===== src/cmp_pkg.sv =====
// Purpose: constants for the core mode and program space block
// Assumes: 16-bit register port, 50 MHz core clock
// Notes: the core control register is reached at a single chosen offset
// Operation
// - frame set: stack pointers address flat 64K
// - frame clear: stack pointers in the upper half follow page registers
// - rounding select one: biased conventional rounding
// - rounding select zero: convergent round-half-even
// - multiplier select one: integer multiply
// - multiplier select zero: signed fractional multiply
// - priority level is high bit over status bits
// - high priority bit blocks all user interrupts
// - program and data spaces separate, program readable
// - 24-bit program address from 23-bit counter
// - user accesses confined to lower program half
// - table reads with page bit 7 reach identification
package cmp_pkg;
  localparam logic [7:0] CMP_CORE_CONTROL_OFS = 8'h44; // chosen offset
  localparam logic [7:0] CMP_STATUS_OFS = 8'h42; // chosen offset
  localparam logic [7:0] CMP_TABLE_PAGE_OFS = 8'h54; // chosen offset
  localparam logic [7:0] CMP_READ_PAGE_OFS = 8'h32; // chosen offset
  localparam logic [7:0] CMP_WRITE_PAGE_OFS = 8'h34; // chosen offset
  localparam int CMP_INT_MODE_BIT = 0; // multiplier mode bit
  localparam int CMP_ROUND_SEL_BIT = 1; // rounding select bit
  localparam int CMP_FRAME_BIT = 2; // stack frame active bit
  localparam int CMP_PLH_BIT = 3; // priority level high bit
  localparam int CMP_TBL_ID_BIT = 7; // table page identification bit
  localparam logic [15:0] CMP_CORE_CONTROL_RST = 16'h0000; // reset value
  localparam logic [2:0] CMP_PRIO_LOW_RST = 3'h0; // status priority bits after reset
  localparam logic [7:0] CMP_TABLE_PAGE_RST = 8'h00; // table page after reset
  localparam logic [9:0] CMP_PAGE_RST = 10'h001; // data page registers after reset
  localparam logic [15:0] CMP_CORE_CONTROL_WMASK = 16'h000f; // writable bits
  localparam logic [15:0] CMP_FLAT_MAX = 16'hffff; // top of flat range
  localparam logic [23:0] CMP_USER_LIMIT = 24'h7fffff; // top of user half
endpackage


===== src/cmp_core_mode.sv =====
// Purpose: core control register, mode outputs and program address checks
// Assumes: register port strobes are synchronous to core_clk
// Notes: the rounding and multiply datapath is a small example lane
//
// Our own choices: the placing of the registers and the plain strobed port.
`timescale 1ns/100ps
`default_nettype none
module cmp_core_mode (
  input wire logic core_clk,
  input wire logic reset,
  input wire logic [7:0] reg_addr,
  input wire logic [15:0] reg_wdata,
  input wire logic reg_wr,
  input wire logic reg_rd,
  output logic [15:0] reg_rdata,
  input wire logic [15:0] ea_in,
  input wire logic ea_is_stack,
  input wire logic ea_is_write,
  output logic [23:0] data_addr,
  output logic data_flat,
  input wire logic [22:0] program_counter,
  input wire logic pgm_table_read,
  input wire logic [15:0] table_offset,
  output logic [23:0] pgm_addr,
  output logic pgm_allowed,
  input wire logic user_irq_req,
  input wire logic [3:0] user_irq_level,
  output logic irq_take,
  output logic [3:0] cpu_priority,
  input wire logic signed [15:0] mul_a,
  input wire logic signed [15:0] mul_b,
  output logic signed [31:0] mul_product,
  output logic [15:0] mul_rounded
);
  import cmp_pkg::*;

  logic [15:0] core_control_q; // mode bits
  logic [2:0] priority_level_low_q; // status word bits 7..5
  logic [7:0] table_page_q; // table page register
  logic [9:0] data_read_page_q; // read page register
  logic [9:0] data_write_page_q; // write page register
  logic stack_frame_active, rounding_select, int_mode, priority_level_high;

  assign stack_frame_active = core_control_q[CMP_FRAME_BIT];
  assign rounding_select = core_control_q[CMP_ROUND_SEL_BIT];
  assign int_mode = core_control_q[CMP_INT_MODE_BIT];
  assign priority_level_high = core_control_q[CMP_PLH_BIT];

  // address match helper
  function automatic logic hit(input logic [7:0] a, input logic [7:0] ofs);
    hit = (a == ofs);
  endfunction

  // core control register writes take effect on the next cycle
  always_ff @(posedge core_clk or posedge reset) begin
    if (reset) begin
      core_control_q <= CMP_CORE_CONTROL_RST;
    end else if (reg_wr && hit(reg_addr, CMP_CORE_CONTROL_OFS)) begin
      core_control_q <= reg_wdata & CMP_CORE_CONTROL_WMASK;
    end
  end

  // status word priority bits
  always_ff @(posedge core_clk or posedge reset) begin
    if (reset) begin
      priority_level_low_q <= CMP_PRIO_LOW_RST;
    end else if (reg_wr && hit(reg_addr, CMP_STATUS_OFS)) begin
      priority_level_low_q <= reg_wdata[7:5];
    end
  end

  // page registers
  always_ff @(posedge core_clk or posedge reset) begin
    if (reset) begin
      table_page_q <= CMP_TABLE_PAGE_RST;
      data_read_page_q <= CMP_PAGE_RST;
      data_write_page_q <= CMP_PAGE_RST;
    end else if (reg_wr) begin
      if (hit(reg_addr, CMP_TABLE_PAGE_OFS)) begin
        table_page_q <= reg_wdata[7:0];
      end
      if (hit(reg_addr, CMP_READ_PAGE_OFS)) begin
        data_read_page_q <= reg_wdata[9:0];
      end
      if (hit(reg_addr, CMP_WRITE_PAGE_OFS)) begin
        data_write_page_q <= reg_wdata[9:0];
      end
    end
  end

  // read data one cycle after the strobe, unmapped reads zero
  always_ff @(posedge core_clk or posedge reset) begin
    if (reset) begin
      reg_rdata <= 16'h0000;
    end else if (reg_rd) begin
      case (reg_addr)
        CMP_CORE_CONTROL_OFS: reg_rdata <= core_control_q;
        CMP_STATUS_OFS: reg_rdata <= {8'h00, priority_level_low_q, 5'h00};
        CMP_TABLE_PAGE_OFS: reg_rdata <= {8'h00, table_page_q};
        CMP_READ_PAGE_OFS: reg_rdata <= {6'h00, data_read_page_q};
        CMP_WRITE_PAGE_OFS: reg_rdata <= {6'h00, data_write_page_q};
        default: reg_rdata <= 16'h0000;
      endcase
    end else begin
      reg_rdata <= 16'h0000;
    end
  end

  // data address: stack pointers flat when frame active, else paged in the upper half
  always_ff @(posedge core_clk or posedge reset) begin
    if (reset) begin
      data_addr <= 24'h000000;
      data_flat <= 1'b0;
    end else if (ea_is_stack && stack_frame_active) begin
      data_addr <= {8'h00, ea_in};
      data_flat <= 1'b1;
    end else if (ea_in[15]) begin
      // upper half goes through the page registers
      data_addr <= ea_is_write ? {data_write_page_q[8:0], ea_in[14:0]}
                               : {data_read_page_q[8:0], ea_in[14:0]};
      data_flat <= 1'b0;
    end else begin
      data_addr <= {8'h00, ea_in};
      data_flat <= 1'b0;
    end
  end

  // program address: counter or table page, with user half check
  always_ff @(posedge core_clk or posedge reset) begin
    if (reset) begin
      pgm_addr <= 24'h000000;
      pgm_allowed <= 1'b0;
    end else if (pgm_table_read) begin
      pgm_addr <= {table_page_q, table_offset};
      // lower half as usual, or the identification area when the page bit is set
      pgm_allowed <= ({table_page_q, table_offset} <= CMP_USER_LIMIT) ||
                     table_page_q[CMP_TBL_ID_BIT];
    end else begin
      pgm_addr <= {program_counter, 1'b0};
      pgm_allowed <= ({program_counter, 1'b0} <= CMP_USER_LIMIT);
    end
  end

  // priority level and user interrupt gate
  always_ff @(posedge core_clk or posedge reset) begin
    if (reset) begin
      cpu_priority <= 4'h0;
      irq_take <= 1'b0;
    end else begin
      cpu_priority <= {priority_level_high, priority_level_low_q};
      irq_take <= user_irq_req && !priority_level_high &&
                  (user_irq_level > {1'b0, priority_level_low_q});
    end
  end

  // multiply lane: fractional shifts left one, integer keeps product
  logic signed [31:0] prod_raw;
  logic [15:0] hi_word, lo_word;
  logic round_up;
  always_comb begin
    prod_raw = mul_a * mul_b;
    if (!int_mode) begin
      prod_raw = prod_raw <<< 1;
    end
    hi_word = prod_raw[31:16];
    lo_word = prod_raw[15:0];
    if (rounding_select) begin
      round_up = lo_word[15];
    end else if (lo_word == 16'h8000) begin
      round_up = hi_word[0];
    end else begin
      round_up = lo_word[15];
    end
  end

  always_ff @(posedge core_clk or posedge reset) begin
    if (reset) begin
      mul_product <= 32'sh0;
      mul_rounded <= 16'h0000;
    end else begin
      mul_product <= prod_raw;
      mul_rounded <= hi_word + {15'h0000, round_up};
    end
  end

  // true for any offset that the register port decodes
  function automatic logic mapped(input logic [7:0] a);
    mapped = hit(a, CMP_CORE_CONTROL_OFS) || hit(a, CMP_STATUS_OFS) ||
             hit(a, CMP_TABLE_PAGE_OFS) || hit(a, CMP_READ_PAGE_OFS) ||
             hit(a, CMP_WRITE_PAGE_OFS);
  endfunction
endmodule
`default_nettype wire


===== config.mk =====
export PLATFORM = sky130hd
export DESIGN_NAME = cmp_core_mode
export DESIGN_NICKNAME = d
export VERILOG_FILES = /design/src/cmp_pkg.sv /design/src/cmp_core_mode.sv
export SDC_FILE = /design/constraint.sdc
export NUM_CORES = 1
export LEC_CHECK = 0
export BUFFER_PORTS_ARGS = -buffer_cell sky130_fd_sc_hd__buf_2
export CAP_MARGIN = 5
export CORE_AREA = 5 5 230 120
export CTS_CLUSTER_SIZE = 16
export DETAILED_ROUTE_END_ITERATION = 12
export DIE_AREA = 0 0 235 125
export PLACE_DENSITY = 0.85
export SYNTH_ARGS = -nofsm -noshare
export SYNTH_HDL_FRONTEND = slang
export SYNTH_SLANG_ARGS = --single-unit

===== constraint.sdc =====
create_clock -name core_clk -period 8.46 [get_ports core_clk]
set_input_delay 0.423 -clock core_clk [delete_from_list [all_inputs] [get_ports core_clk]]
set_output_delay 0.423 -clock core_clk [all_outputs]
set_load 0.05 [all_outputs]

Yosys cells after proc, flatten, opt, wreduce, memory -nomap -nowiden
Index checks and enable logic that the tools add are counted.
Widths: inputs -> output; s select.
{ "totals": {"ff_bits": 154, "output_inout_bits": 119, "word_cells": 46} }
{ "op_classes": {"n_addsub": 1, "multipliers": 1, "order_cmp": 3, "n_eq_ne": 6, "muxes": 11, "n_reduce_logical": 10} }
{ "op_table": {"columns": ["operator", "n"], "rows": [
  ["$mux 24", 4],
  ["$pmux 10 s5", 1],
  ["$le 24x23->1 const B", 2],
  ["$mul 16x16->32", 1],
  ["$mux 32", 1],
  ["$eq 8x7->1 const B", 3],
  ["$add 16x1->16", 1],
  ["$eq 16x16->1 const B", 1],
  ["$eq 8x6->1 const B", 2],
  ["$mux 16", 1],
  ["$reduce_and 2->1", 3],
  ["$logic_and 1x1->1", 5],
  ["$gt 4x3->1", 1],
  ["$mux 1", 4],
  ["$logic_not 1->1", 1],
  ["$logic_or 1x1->1", 1]
]} }

Logic depth before layout (Yosys ltp)
Gate-level depths: netlist of the first run.
{ "logic_depth": {"depth_word": 6, "mapped_depth": 29} }

Worst setup path before layout of the first run
OpenSTA, ideal clock, no wires.
{ "synth_timing": {"path_type": "input to register", "start": "in mul_a[10]", "end": "reg mul_rounded[6]", "setup_time_ns": 0.119, "arrival_time_ns": 6.932, "path_slack_ns": 1.409, "cell_stages": 25, "path_buffers": 1, "cell_sequence": "clkbuf_1 -> nand2_1 -> fa_1 -> fa_1 -> fa_1 -> fa_1 -> inv_1 -> fa_1 -> inv_1 -> fa_1 -> inv_1 -> ha_1 -> a21o_1 -> a221o_1 -> a21oi_1 -> xnor2_1 -> mux2_2 -> or4_1 -> o41a_1 -> ha_1 -> ha_1 -> inv_1 -> nor3_1 -> a31oi_1 -> nor2_1"} }
{ "synth_via": {"elab_chain_len": 6} }
{ "synth_lines": {"columns": ["item", "line_no", "rtl"], "rows": [
  ["start: declaration", "cmp_core_mode.sv:30", "input wire logic signed [15:0] mul_a,"],
  ["$mul 16x16->32", "cmp_core_mode.sv:161", "prod_raw = mul_a * mul_b;"],
  ["$mux 32", "cmp_core_mode.sv:162", "if (!int_mode) begin"],
  ["net prod_raw[13]", "cmp_core_mode.sv:157", "logic signed [31:0] prod_raw;"],
  ["$eq 16x16->1", "cmp_core_mode.sv:169", "end else if (lo_word == 16'h8000) begin"],
  ["$mux 1", "cmp_core_mode.sv:169", null],
  ["$mux 1", "cmp_core_mode.sv:167", "if (rounding_select) begin"],
  ["$add 16x1->16", "cmp_core_mode.sv:182", "mul_rounded <= hi_word + {15'h0000, round_up};"],
  ["end signal: assignment", "cmp_core_mode.sv:182", null],
  ["end: declaration", "cmp_core_mode.sv:33", "output logic [15:0] mul_rounded"]
]} }
The timed path passes the listed nets, and every way through them passes these cells.
A chain may end at the register's enable or synchronous reset.

Worst setup path in the final report of the first run
{ "layout_timing": {"start": "in mul_a[8]", "end": "reg mul_rounded[15]"} }
Same word-level chain as after synthesis.

==> flow_metrics.py, run 1 <==
metrics = {
    "run_status": {
        "status": "completed",
    },
    "global_routing": {
        "grt_max_degree": 102,
        "met3_usage_pct": 7.11,
        "grt_pass1_wl_um": 68700,
        "antenna_found_initial": 0,
        "grt_pass1_vias": 13485,
        "grt-ovfl-total": 0,
        "met2_usage_pct": 46.5,
        "busiest_layer": "met2",
        "grt_util_all_layers_pct": 29.0,
        "grtUsageMet1_pct": 40.3,
    },
    "synth": {
        "ys.warnings.count": 0,
        "netlist_area_um2": 16000,
        "yosysTopAreaCellShare_pct": 32.7,
        "yosysMostFrequentCell": "inv_1",
        "synth_commonest_cells": "341 x inv_1, 262 x fa_1, 193 x nand2_1",
        "async_flop_share_pct": 100,
        "ys_top_cells_by_area": "fa_1 33%, dfrtp_1 23%, inv_1 8.0%",
        "ys_ff_latch": 148,
        "syn-instance-count": 1604,
        "synth_edf_count": 0,
        "yosysSeqAreaShare_pct": 23.1,
        "yosys.area.top_type": "fa_1",
        "avgSynthCellArea_um2": 10.0,
        "synth_cell_type_count": 69,
        "ys.flop_type": "dfrtp_1",
    },
    "cts": {
        "cts_sinks": 148,
        "cts_tree": "built",
        "post_cts.repair.setup_buffers": 0,
        "cts_hold_buf": 0,
        "cts_root_buf": "clkbuf_16",
        "clock_latency_ns": 0.42,
        "htree_num_levels": 4,
        "clk_pin_slew_ns": 0.06,
        "cts_resized": 0,
        "clockBufferDepth": 2,
        "cts_made_buffers": 17,
    },
    "setup_path": {
        "r2r-end": "mul_rounded[15]$_DFF_PP0_",
        "cp-startpoint": "mul_a[8]",
        "crit_arrival_ns": 7.65,
        "crit_type": "in -> reg",
        "rr_startpoint": "core_control_q[0]$_DFFE_PP0P_",
        "cp-start-kind": "primary input",
        "cp-endpoint": "mul_rounded[15]$_DFF_PP0_",
        "cp-end-kind": "register",
        "crit_required_ns": 8.80,
        "crit_path_max_fanout": 16,
        "reg2reg_slack_ns": 4.79,
        "reg2reg_depth": 9,
    },
    "floorplanning": {
        "rows": 42,
        "fp.dieW_um": 235,
        "io_pins": 242,
        "initial_core_util_pct": 62.4,
        "dieArea_um2": 29400,
        "coreArea_um2": 25700,
        "die_height_um": 125,
    },
    "timing": {
        "post-route-min-period_ns": 7.31,
        "fmax_mhz": 137,
        "final_hold_viol_count": 0,
        "rsz0062_at_grt": "false",
        "tightestPinTransition_ns": 1.01,
        "relSlewSlack_pct": 32.7,
        "clock_skew_ns": 0.00732,
        "min_period_over_period_pct": 86.4,
        "setup_viol": 0,
        "slew_viol_final": 0,
        "finalSetupTns_ns": 0,
    },
    "route": {
        "firstDrtPassIters": 6,
        "drt-total-wl_um": 40900,
        "route.detailed.drc": 0,
        "wl_per_cell_um": 18.9,
        "drt_first_iter_violations": 974,
        "avgViaCountPerCell": 5.62,
        "ant_nets": 0,
        "vias": 12185,
    },
    "cells_and_area": {
        "nNetsFinal": 2277,
        "layout-drive-gt1-share_pct": 19.4,
        "synthToLayoutAreaGrowth_pct": 12.3,
    },
    "min_path": {
        "worstHoldStart": "ea_in[4]",
        "min_path_cells": 1,
        "hold_path_class": "in -> reg",
    },
    "place": {
        "gp_congestion": 0.920,
        "port-buffer-count": 229,
        "hpwl_um": 33200,
    },
    "flow_run": {
        "cap_violations": 0,
    },
}
## per-layer routing
metal  vias up  part of all wire [%]
li1       5350                     -
met1      6175                    42
met2       576                    47
met3        84                   8.5
met4         0                   2.4
met5         -                     0
## how the worst min path moves through the flow
stage / end / slack, ns
2_1_floorplan: cpu_priority[1]$_DFF_PP0_ / 0.39
3_3_place_gp: cpu_priority[1]$_DFF_PP0_ / 0.43
3_5_place_dp: cpu_priority[0]$_DFF_PP0_ / 0.44
4_1_cts: data_addr[4]$_DFF_PP0_ / 0.09
5_1_grt: data_addr[4]$_DFF_PP0_ / 0.08
6_report: data_addr[4]$_DFF_PP0_ / 0.11
## critical path: stages
cell,delay (ns)
buf_2,0.36
nand2_1,0.14
fa_1,0.50
fa_1,0.48
fa_1,0.53
fa_1,0.55
inv_1,0.05
fa_1,0.48
inv_1,0.05
fa_1,0.50
inv_1,0.05
ha_1,0.37
a21o_1,0.22
a221o_1,0.43
a21oi_1,0.17
xnor2_1,0.10
mux2_2,0.28
or4_1,0.54
o41a_1,0.33
ha_1,0.26
o21ai_0,0.33
a2111oi_4,0.16
o2111ai_1,0.19
xnor2_1,0.16
## flip-flops by register name, indices dropped and copies added, names as in the netlist
name	cells
irq_take	1
reg_rdata	10
mul_rounded	16
pgm_addr	24
table_page_q	8
priority_level_low_q	3
core_control_q	4
data_write_page_q	10
mul_product	32
pgm_allowed	1
data_read_page_q	10
data_addr	24
data_flat	1
cpu_priority	4
## layout make-up
| class | instances | area, um2 |
|---|---|---|
| Inverter | 342 | 1290 |
| Multi-Input combinational cell | 1063 | 10800 |
| Antenna cell | 1 | 2.50 |
| Timing Repair Buffer | 233 | 1180 |
| Sequential cell | 148 | 3710 |
| Fill cell | 1915 | 7690 |
| Clock inverter | 13 | 136 |
| Tap cell | 352 | 440 |
| Clock buffer | 18 | 439 |
## cells in the final DEF (no fill, tap or decap), types with 7 or more instances in the layout
master | netlist | routed
ha_1 | 87 | 87
dfrtp_1 | 146 | 146
o211ai_1 | 7 | 7
a21o_1 | 16 | 16
nand3_1 | 14 | 14
and2_1 | 107 | 107
nor3_1 | 12 | 12
clkbuf_16 | 0 | 17
buf_2 | 5 | 229
inv_1 | 341 | 340
a222oi_1 | 8 | 8
mux2i_1 | 15 | 15
xnor2_1 | 35 | 35
xor2_1 | 8 | 8
nand2_1 | 193 | 193
fa_1 | 262 | 262
nand2b_1 | 11 | 11
o21ai_0 | 27 | 27
a21oi_1 | 40 | 40
mux2_2 | 65 | 65
nor2_1 | 62 | 62
## cell families after synthesis
group	Yosys count	share of synthesized area (%)
AND/OR/NAND/NOR	428	12.7
buffers and inverters	398	9.54
adder cells (fa/ha/maj)	349	39.5
AO/OA/AOI/OAI	156	7.16
flip-flops	148	23.1
multiplexers	80	5.50
XOR/XNOR	44	2.45
other	1	0.0234
## stage by stage
stage	util (%)	std cells	area [um2]	setup WS [ns]	hold WS, ns
floorplan	-	1609	16100	1.41	0.390
detailed placement	67.8	2138	17400	0.802	0.443
CTS	70.1	2169	18000	1.21	0.0911
global route	70.1	2169	18000	0.852	0.0842
finish	70.1	2170	18000	1.15	0.107
global placement	67.8	2138	17400	0.905	0.428
Power of run 1 is not shown: default switching activity piles up to over one toggle a cycle in this logic, so the estimate is an artifact.
==> run 2, diff against run 1 <==
--- a/config.mk
+++ b/config.mk
@@ -8,9 +8,9 @@
 export BUFFER_PORTS_ARGS = -buffer_cell sky130_fd_sc_hd__buf_2
 export CAP_MARGIN = 5
-export CORE_AREA = 5 5 230 120
+export CORE_AREA = 5 5 240 125
 export CTS_CLUSTER_SIZE = 16
 export DETAILED_ROUTE_END_ITERATION = 12
-export DIE_AREA = 0 0 235 125
-export PLACE_DENSITY = 0.85
+export DIE_AREA = 0 0 245 130
+export PLACE_DENSITY = 0.78
 export SYNTH_ARGS = -nofsm -noshare
 export SYNTH_HDL_FRONTEND = slang
==> constraint.sdc (replaced) <==
create_clock -name core_clk -period 7.79 [get_ports core_clk]
set_input_delay 1.558 -clock core_clk [delete_from_list [all_inputs] [get_ports core_clk]]
set_output_delay 1.558 -clock core_clk [all_outputs]
set_load 0.05 [all_outputs]
==> run 2 against run 1 <==
  * Register-to-register slack lost 0.93 ns
  * Non-clock buffer count rose by 183
  * Cell area grew 10%
  * Critical path type unchanged
  * Critical endpoint is now mul_rounded[9]$_DFF_PP0_
==> flow_metrics.py, run 2 (synthesis results as in run 1) <==
metrics = {
    "cts": {
        "clockBufferDepth": 2,
        "htree_num_levels": 4,
        "cts_tree": "built",
        "cts_made_buffers": 17,
        "cts_root_buf": "clkbuf_16",
        "cts_hold_buf": 0,
        "clock_latency_ns": 0.41,
        "cts_sinks": 148,
        "clk_pin_slew_ns": 0.06,
    },
    "timing": {
        "fmax_mhz": 129,
        "clock_skew_ns": 0.00778,
        "hold_slack_ns": 0.465,
        "post-route-min-period_ns": 7.73,
        "min_period_over_period_pct": 99.2,
        "finalSetupTns_ns": 0,
        "final_hold_viol_count": 0,
        "slew_viol_final": 0,
        "relSlewSlack_pct": 40.7,
        "fin_ws_ns": 0.0638,
        "rsz0062_at_grt": "true",
        "setup_viol": 0,
        "tightestPinTransition_ns": 0.887,
    },
    "route": {
        "avgViaCountPerCell": 5.22,
        "route.detailed.drc": 0,
        "vias": 12312,
        "drt_first_iter_violations": 670,
        "ant_nets": 0,
        "firstDrtPassIters": 5,
        "wl_per_cell_um": 16.7,
        "drt-total-wl_um": 39400,
    },
    "cells_and_area": {
        "reg.largest.list": "mul_product: 32 flops, data_addr: 24 flops, pgm_addr: 24 flops",
        "layout-drive-gt1-share_pct": 29.8,
        "largest_reg_flops": 32,
        "diodes": 0,
        "layout.cells.most_common": "inv_1",
        "layout_common_cells": "334 x inv_1, 255 x fa_1, 220 x buf_2",
        "synthToLayoutAreaGrowth_pct": 23.8,
        "fill_cells": 1945,
        "largest-register": "mul_product",
        "nNetsFinal": 2460,
    },
    "floorplanning": {
        "dieArea_um2": 31900,
        "fp.dieW_um": 245,
        "coreArea_um2": 27400,
        "io_pins": 242,
        "rows": 43,
        "initial_core_util_pct": 58.4,
        "die_height_um": 130,
    },
    "setup_path": {
        "crit_arrival_ns": 8.00,
        "crit_required_ns": 8.07,
        "cp_num_buf_inv": 8,
        "cp-end-kind": "register",
        "slowest_stage": "fa_1",
        "critPathTopFamily": "adder cells",
        "crit_path_frequent_cell": "fa_1",
        "cp-start-kind": "primary input",
        "crit_path_max_fanout": 6,
        "crit_type": "in -> reg",
        "slowest_delay_ns": 0.54,
    },
    "place": {
        "hpwl_um": 33000,
        "post-place-ws_ns": -0.478,
        "port-buffer-count": 229,
        "gp_congestion": 0.918,
    },
    "global_routing": {
        "grt_util_all_layers_pct": 25.1,
        "grt_pass1_vias": 12949,
        "grt_max_degree": 98,
        "grt-ovfl-total": 0,
        "antenna_found_initial": 0,
        "grt_pass1_wl_um": 64400,
    },
    "flow_run": {
        "cap_violations": 0,
    },
    "run_status": {
        "status": "completed",
    },
    "min_path": {
        "hold_path_class": "reg -> reg",
    },
}
==> run 2: cell count changes in the layout (fill, tap and decap cells not counted), sizes merged <==
cell and delta:
buf +181, clkinv -4, clkbuf +3, inv +2, clkinvlp +1, diode -1
==> run 2: cell type report <==
class / count / area [um2] / share of cell area (%)
clock buffer: 19 / 443 / 2.23
clock inverter: 12 / 130 / 0.655
inverter: 342 / 1290 / 6.49
tap: 360 / 450 / 2.27
multi-input combinational: 1063 / 11200 / 56.5
timing repair buffer: 416 / 2610 / 13.2
sequential: 148 / 3710 / 18.7
==> run 2: metal layers <==
| layer | part of all wire, % | global-route usage [%] |
|---|---|---|
| met4 | 1.5 | 5.74 |
| met2 | 50 | 44.9 |
| met5 | 0 | 0 |
| met3 | 6.5 | 3.87 |
| met1 | 42 | 32.9 |
==> run 2: worst paths after layout <==
path                                                    start                     endpoint  slack, ns  cells after the start
worst max-delay path                                 mul_b[4]     mul_rounded[9]$_DFF_PP0_       0.06                     25
worst min-delay path            core_control_q[3]$_DFFE_PP0P_    cpu_priority[3]$_DFF_PP0_       0.46                      0
worst max register to register  core_control_q[0]$_DFFE_PP0P_     mul_rounded[9]$_DFF_PP0_       3.86                     11
worst min register to register  core_control_q[3]$_DFFE_PP0P_    cpu_priority[3]$_DFF_PP0_       0.46                      0
max in group asynchronous                               reset  table_page_q[5]$_DFFE_PP0P_       5.32                      3
min in group asynchronous                               reset      data_addr[12]$_DFF_PP0_       1.30                      2
==> run 2: repair_timing <==
action / CTS / global route
pin swaps: 2 / 47
setup buffers: 0 / 10
endpoints found under the setup margin: 5 / 15
gates resized for setup: 3 / 83
==> run 2: worst reg2reg max path: cells and delay by family (launching register included) <==
kind,cells,cell delay [ns]
DFF,1,0.32
and+or+nand+nor,1,0.53
xor gates and xnor gates,1,0.14
adders and majority gates,1,0.20
muxes,1,0.57
AOI/OAI and AO/OA,3,0.53
buffers and inverters,4,1.53
==> run 2: per-stage QoR <==
step                      util [%]  instances  instance area [um2]
after floorplan                  -       1609                16100
after global routing          72.3       2360                19900
after detailed placement      68.6       2320                18800
after global placement        68.6       2320                18800
final                         72.3       2360                19900
after CTS                     70.8       2351                19400
Power of run 2 is left out for the same reason.
